## config.mk

```make
export PLATFORM = sky130hd
export DESIGN_NAME = scr_regs
export DESIGN_NICKNAME = d
export VERILOG_FILES = /design/src/scr_pkg.sv /design/src/scr_regs.sv /design/src/scr_sync3.sv
export SDC_FILE = /design/constraint.sdc
export NUM_CORES = 1
export LEC_CHECK = 0
export BUFFER_PORTS_ARGS = -buffer_cell sky130_fd_sc_hd__buf_2
export CORE_MARGIN = 2
export CORE_UTILIZATION = 30
export DETAILED_ROUTE_END_ITERATION = 6
export SETUP_SLACK_MARGIN = 0.05
export SLEW_MARGIN = 5
export SYNTH_ARGS = -nofsm -noshare
export SYNTH_HDL_FRONTEND = slang
export SYNTH_SLANG_ARGS = --single-unit
```

## constraint.sdc

```tcl
create_clock -name i_ref_clk -period 4 [get_ports i_ref_clk]
set_clock_uncertainty 0.05 [all_clocks]
set_input_delay 0.6 -clock i_ref_clk [delete_from_list [all_inputs] [get_ports i_ref_clk]]
set_output_delay 0.6 -clock i_ref_clk [all_outputs]
set_load 0.01 [all_outputs]
```

## src/scr_pkg.sv

```systemverilog
package scr_pkg;
    localparam int unsigned ADDR_W = 8;
    localparam int unsigned DATA_W = 8;
    localparam int unsigned POS_W  = 24;

    localparam logic [7:0] OFS_CAPTURE_CTRL = 8'h29;
    localparam logic [7:0] OFS_INPUT_MODE   = 8'h2A;
    localparam logic [7:0] OFS_NOISE_CTRL   = 8'h2B;
    localparam logic [7:0] OFS_POS_B0       = 8'h2C;
    localparam logic [7:0] OFS_POS_B1       = 8'h2D;
    localparam logic [7:0] OFS_POS_B2       = 8'h2E;

    localparam logic [7:0] RST_CAPTURE_CTRL = 8'h80;
    localparam logic [7:0] RST_INPUT_MODE   = 8'h00;
    localparam logic [7:0] RST_NOISE_CTRL   = 8'h10;

    localparam int unsigned BIT_PROC_EN   = 6;
    localparam int unsigned BIT_RECV_EN   = 5;
    localparam int unsigned BIT_FINE_STEP = 4;
    localparam int unsigned SEL_MSB       = 3;
    localparam int unsigned BIT_INVERT    = 0;
    localparam int unsigned BIT_REF_PECL  = 1;
    localparam int unsigned BIT_CLK_PECL  = 2;
    localparam int unsigned BIT_CLK_RAIL  = 0;
    localparam int unsigned BIT_ANA_RAIL  = 2;
endpackage

```

## src/scr_regs.sv

```systemverilog
`timescale 1ns/1ps
module scr_regs
    import scr_pkg::*;
(
    input  wire logic                       i_ref_clk,
    input  wire logic                       i_sys_rst,
    input  wire logic                       i_wr_en,
    input  wire logic                       i_rd_en,
    input  wire logic [scr_pkg::ADDR_W-1:0] i_addr,
    input  wire logic [scr_pkg::DATA_W-1:0] i_wdata,
    output logic      [scr_pkg::DATA_W-1:0] o_rdata,
    input  wire logic [scr_pkg::POS_W-1:0]  i_edge_position_status,
    input  wire logic                       i_sysref,
    output logic                            o_sysref_aligned,
    output logic                            o_alignment_receiver_enable,
    output logic                            o_alignment_processor_enable,
    output logic                            o_window_fine_step,
    output logic      [3:0]                 o_capture_delay_select,
    output logic                            o_alignment_polarity_invert,
    output logic                            o_alignment_input_pecl_mode,
    output logic                            o_sample_clock_pecl_mode,
    output logic                            o_clock_rail_noise_suppress,
    output logic                            o_analog_rail_noise_suppress
);
    import scr_pkg::*;

    logic [7:0]       cap_reg, cap_next;
    logic [7:0]       mode_reg, mode_next;
    logic [7:0]       noise_reg, noise_next;
    logic [7:0]       rdata_reg, rdata_next;
    logic             align_reg, align_next;
    logic [POS_W-1:0] pos_sync;
    logic             ref_sync;

    // Status and SYSREF come from another domain, so both are synchronised
    scr_sync3 #(.W(POS_W)) u_pos_sync (
        .i_ref_clk (i_ref_clk),
        .i_sys_rst (i_sys_rst),
        .i_async   (i_edge_position_status),
        .o_sync    (pos_sync)
    );

    scr_sync3 #(.W(1)) u_ref_sync (
        .i_ref_clk (i_ref_clk),
        .i_sys_rst (i_sys_rst),
        .i_async   (i_sysref),
        .o_sync    (ref_sync)
    );

    // Writes to the status offsets fall through and change nothing
    always_comb begin
        cap_next   = cap_reg;
        mode_next  = mode_reg;
        noise_next = noise_reg;
        if (i_wr_en) begin
            if (i_addr == OFS_CAPTURE_CTRL) begin
                cap_next = i_wdata;
            end else if (i_addr == OFS_INPUT_MODE) begin
                mode_next = i_wdata;
            end else if (i_addr == OFS_NOISE_CTRL) begin
                noise_next = i_wdata;
            end
        end
    end

    // Byte-wide reads; unmapped offsets read as zero
    always_comb begin
        rdata_next = rdata_reg;
        if (i_rd_en) begin
            if (i_addr == OFS_CAPTURE_CTRL) begin
                rdata_next = cap_reg;
            end else if (i_addr == OFS_INPUT_MODE) begin
                rdata_next = mode_reg;
            end else if (i_addr == OFS_NOISE_CTRL) begin
                rdata_next = noise_reg;
            end else if (i_addr == OFS_POS_B0) begin
                rdata_next = pos_sync[7:0];
            end else if (i_addr == OFS_POS_B1) begin
                rdata_next = pos_sync[15:8];
            end else if (i_addr == OFS_POS_B2) begin
                rdata_next = pos_sync[23:16];
            end else begin
                rdata_next = 8'h00;
            end
        end
    end

    // Aligned SYSREF only passes while receiver and processor are both on;
    // gating on both tolerates a host that breaks the enable order
    always_comb begin
        align_next = 1'b0;
        if (cap_reg[BIT_PROC_EN] && cap_reg[BIT_RECV_EN]) begin
            align_next = ref_sync ^ mode_reg[BIT_INVERT];
        end
    end

    always_ff @(posedge i_ref_clk) begin
        if (i_sys_rst) begin
            cap_reg   <= RST_CAPTURE_CTRL;
            mode_reg  <= RST_INPUT_MODE;
            noise_reg <= RST_NOISE_CTRL;
            rdata_reg <= 8'h00;
            align_reg <= 1'b0;
        end else begin
            cap_reg   <= cap_next;
            mode_reg  <= mode_next;
            noise_reg <= noise_next;
            rdata_reg <= rdata_next;
            align_reg <= align_next;
        end
    end

    assign o_rdata                      = rdata_reg;
    assign o_sysref_aligned             = align_reg;
    assign o_alignment_receiver_enable  = cap_reg[BIT_RECV_EN];
    assign o_alignment_processor_enable = cap_reg[BIT_PROC_EN];
    assign o_window_fine_step           = cap_reg[BIT_FINE_STEP];
    assign o_capture_delay_select       = cap_reg[SEL_MSB:0];
    assign o_alignment_polarity_invert  = mode_reg[BIT_INVERT];
    assign o_alignment_input_pecl_mode  = mode_reg[BIT_REF_PECL];
    assign o_sample_clock_pecl_mode     = mode_reg[BIT_CLK_PECL];
    assign o_clock_rail_noise_suppress  = noise_reg[BIT_CLK_RAIL];
    assign o_analog_rail_noise_suppress = noise_reg[BIT_ANA_RAIL];

    property p_proc_reset;
        @(posedge i_ref_clk) $fell(i_sys_rst) |-> !o_alignment_processor_enable;
    endproperty
    a_proc_reset: assert property (p_proc_reset)
        else $error("processor enable not clear after reset");

    property p_recv_write;
        @(posedge i_ref_clk) disable iff (i_sys_rst)
        (i_wr_en && i_addr == OFS_CAPTURE_CTRL)
            |=> o_alignment_receiver_enable == $past(i_wdata[BIT_RECV_EN]);
    endproperty
    a_recv_write: assert property (p_recv_write)
        else $error("receiver enable did not follow write");

    property p_zoom_write;
        @(posedge i_ref_clk) disable iff (i_sys_rst)
        (i_wr_en && i_addr == OFS_CAPTURE_CTRL)
            |=> o_window_fine_step == $past(i_wdata[BIT_FINE_STEP]);
    endproperty
    a_zoom_write: assert property (p_zoom_write)
        else $error("fine step bit did not follow write");

    property p_sel_reset;
        @(posedge i_ref_clk) i_sys_rst |=> o_capture_delay_select == 4'h0;
    endproperty
    a_sel_reset: assert property (p_sel_reset)
        else $error("delay select not zero after reset");

    property p_invert;
        @(posedge i_ref_clk) disable iff (i_sys_rst)
        (o_alignment_processor_enable && o_alignment_receiver_enable)
            |=> o_sysref_aligned == ($past(ref_sync) ^ $past(mode_reg[0]));
    endproperty
    a_invert: assert property (p_invert)
        else $error("aligned sysref polarity wrong");

    property p_pos_ro;
        @(posedge i_ref_clk) disable iff (i_sys_rst)
        (i_wr_en && i_addr == OFS_POS_B0)
            |=> $stable(cap_reg) && $stable(mode_reg) && $stable(noise_reg);
    endproperty
    a_pos_ro: assert property (p_pos_ro)
        else $error("write to status changed a register");

    property p_pos_read;
        @(posedge i_ref_clk) disable iff (i_sys_rst)
        (i_rd_en && i_addr == OFS_POS_B2) |=> o_rdata == $past(pos_sync[23:16]);
    endproperty
    a_pos_read: assert property (p_pos_read)
        else $error("position top byte read wrong");

    property p_mode_write;
        @(posedge i_ref_clk) disable iff (i_sys_rst)
        (i_wr_en && i_addr == OFS_INPUT_MODE) |=>
            o_sample_clock_pecl_mode == $past(i_wdata[2])
            && o_alignment_input_pecl_mode == $past(i_wdata[1]);
    endproperty
    a_mode_write: assert property (p_mode_write)
        else $error("pecl mode bits did not follow write");

    property p_noise_reset;
        @(posedge i_ref_clk) i_sys_rst |=> !o_clock_rail_noise_suppress
            && !o_analog_rail_noise_suppress;
    endproperty
    a_noise_reset: assert property (p_noise_reset)
        else $error("noise suppress not clear after reset");
endmodule

```

## src/scr_sync3.sv

```systemverilog
`timescale 1ns/1ps
module scr_sync3 #(
    parameter int unsigned W = 1
) (
    input  wire logic         i_ref_clk,
    input  wire logic         i_sys_rst,
    input  wire logic [W-1:0] i_async,
    output logic      [W-1:0] o_sync
);
    logic [W-1:0] s1_reg, s2_reg, s3_reg, out_reg;
    logic [W-1:0] out_next;

    // Change accepted only once stages two and three agree
    always_comb begin
        out_next = out_reg;
        if (s2_reg == s3_reg) begin
            out_next = s3_reg;
        end
    end

    always_ff @(posedge i_ref_clk) begin
        if (i_sys_rst) begin
            s1_reg  <= '0;
            s2_reg  <= '0;
            s3_reg  <= '0;
            out_reg <= '0;
        end else begin
            s1_reg  <= i_async;
            s2_reg  <= s1_reg;
            s3_reg  <= s2_reg;
            out_reg <= out_next;
        end
    end

    assign o_sync = out_reg;
endmodule

```

==> flow_metrics.py <==
metrics = {
    "detailed_routing": {
        "via_per_inst": 4.25,
        "ant_nets": 0,
        "firstDrtPassIters": 4,
        "drtIter0Drc": 114,
        "wirelength_um": 9280,
        "via_count": 3299,
        "wl_per_cell_um": 12.0,
        "drc_errors": 0,
    },
    "global_route": {
        "grt_pass1_vias": 3280,
        "track_usage": 0.112,
        "grt-ovfl-total": 0,
        "grt_pass1_wl_um": 15600,
        "grt_antenna_before_repair": 0,
        "grt_max_degree": 130,
    },
    "clocking": {
        "h-tree-depth": 4,
        "clk_latency_ns": 0.42,
        "cts-root-buf": "clkbuf_16",
        "clockBufferDepth": 2,
        "cts_setup_buffers": 0,
        "cts_tree": "built",
        "clkTransAtPathRegs_ns": 0.06,
        "cts_sinks": 133,
        "cts_made_buffers": 17,
        "cts_resized": 0,
        "hold_buffers": 0,
    },
    "worst_setup_path": {
        "slowest_stage": "nor2b_1",
        "path_cells": "buf_2, nor2b_1, nand3_2, mux2i_1, nor2_1",
        "cp.required_ns": 4.21,
        "critical_path.max_fanout": 21,
        "endpoint_kind": "register",
        "worstSetupStartpointType": "primary input",
        "slowest_delay_ns": 0.82,
        "crit_arrival_ns": 2.50,
        "reg2reg_depth": 6,
        "worstSetupPathType": "in -> reg",
    },
    "synthesis": {
        "synth_top_area_share": 0.531,
        "yosysWarningCount": 0,
        "synth-seq-cells": 133,
        "ys_types": 29,
        "synth_nets": 535,
        "syn_inst": 490,
        "synth.cell_area_um2": 5010,
        "syn-mean-instance-area_um2": 10.2,
        "yosysSeqAreaShare": 0.531,
        "yosys.area.top_type": "dfxtp_1",
        "synthTopCellsByArea": "dfxtp_1 (53%), mux2i_1 (11%), nor2b_1 (9.5%)",
    },
    "floorplan": {
        "dieWidth_um": 133,
        "die_y_um": 133,
        "pin_count": 66,
        "die_area_um2": 17800,
        "core_area_um2": 16500,
        "start_util": 0.304,
        "floorplan.rows": 47,
    },
    "placed_design": {
        "place_ws_ns": 1.28,
        "portBuffers": 65,
        "placed_cells": 745,
        "post-dp-hpwl_um": 6500,
        "gp_congestion": 0.771,
    },
    "timing": {
        "hold_violations": 0,
        "whs_ns": 0.341,
        "fmax_mhz": 436,
        "fin_crit_ns": 2.29,
        "post-route-worst-setup-slack_ns": 1.71,
        "fin_crit_sh": 0.573,
        "finalSetupTns_ns": 0,
        "worst_slew_pin_slew_ns": 1.12,
        "finalSetupViolCount": 0,
        "slew_viol_final": 0,
        "relSlewSlack": 0.257,
        "rsz0062_at_grt": "false",
    },
    "cells_and_area": {
        "drive_gt1_frac": 0.183,
        "area_growth_pct": 19.8,
        "final_cell_mix": "dfxtp_1 (133), nor2b_1 (76), buf_2 (64), mux2i_1 (54), nand2b_1 (52)",
        "final_cells": 776,
        "mostFrequentLayoutCell": "dfxtp_1",
        "antennaDiodeCount": 0,
        "nets": 589,
    },
    "power": {
        "p_leak_nw": 2.54,
        "powerDensity_nw_per_um2": 482,
        "finalPower_mw": 2.89,
        "peakVddDrop_mv": 0.302,
    },
    "worst_hold_path": {
        "hold_depth": 2,
        "min_path_type": "in -> reg",
    },
    "outcome": {
        "status": "complete, no violations",
    },
    "job": {
        "cap_violations": 0,
    },
}
-- final cells by class --
class	instances	area [um^2]
Clock inverter	14	105
Sequential cell	133	2660
Fill cell	1682	10500
Clock buffer	17	425
Tap cell	220	275
Multi-Input combinational cell	323	2180
Inverter	1	3.75
Timing Repair Buffer	68	350
-- path summary, 6_finish.rpt --
kind | end | start | slack, ns
max | mode_reg[1]$_SDFFE_PP0P_ | i_addr[1] | 1.71
min | u_pos_sync.s1_reg[17]$_SDFF_PP0_ | i_edge_position_status[17] | 0.34
max reg2reg | u_pos_sync.o_sync[8]$_SDFFE_PP0N_ | u_pos_sync.s3_reg[23]$_SDFF_PP0_ | 2.03
min reg2reg | u_pos_sync.s2_reg[5]$_SDFF_PP0_ | u_pos_sync.s1_reg[5]$_SDFF_PP0_ | 0.39
-- where the power goes --
group | switching (mW) | leakage [nW] | internal (mW) | total (mW)
combinational | 0.0702 | 1.19 | 0.0671 | 0.137
sequential | 0.0159 | 1.09 | 1.36 | 1.38
clock | 0.585 | 0.265 | 0.793 | 1.38
-- metal layers --
layer	up-vias	track usage	wire length [um]
met5	-	0	0
met4	0	0.0532	198
met3	17	0.0377	434
met2	67	0.172	4140
met1	1498	0.141	4500
li1	1717	-	-
-- stage by stage --
step | cell area (um^2) | util
after floorplan | 5010 | -
after global routing | 6000 | 0.365
after CTS | 6000 | 0.365
final | 6000 | 0.365
after detailed placement | 5470 | 0.332
after global placement | 5470 | 0.332
-- cell families after synthesis --
logic type                count (synthesis)  synth area share
muxes                                    54             0.108
xor gates and xnor gates                 25            0.0437
buffers and inverters                    34            0.0337
and+or+nand+nor                         199             0.229
AOI/OAI and AO/OA                        45            0.0544
DFF                                     133             0.531
-- Yosys cell counts --
master	number
a22o_1	7
xnor2_1	9
clkbuf_1	22
mux2i_1	54
inv_1	1
dfxtp_1	133
nand4bb_1	1
o21ai_0	17
nor2_1	40
buf_2	3
nand2b_1	52
buf_8	2
nand3_2	1
nand4b_1	2
nor3_4	1
nand4_1	3
buf_1	2
a22oi_1	8
or2b_1	3
a21oi_1	12
nor4_1	4
nor3b_1	1
xor2_1	16
nand2_1	10
buf_4	4
nor2b_1	76
a31oi_1	1
nand4_2	1
nor3_1	4
-- worst max-delay path: cells and delay by family --
| family | cells | cell delay [ns] |
|---|---|---|
| buf+inv | 1 | 0.27 |
| mux | 1 | 0.29 |
| simple gates | 3 | 1.34 |
(Power assumes the default switching activity.)
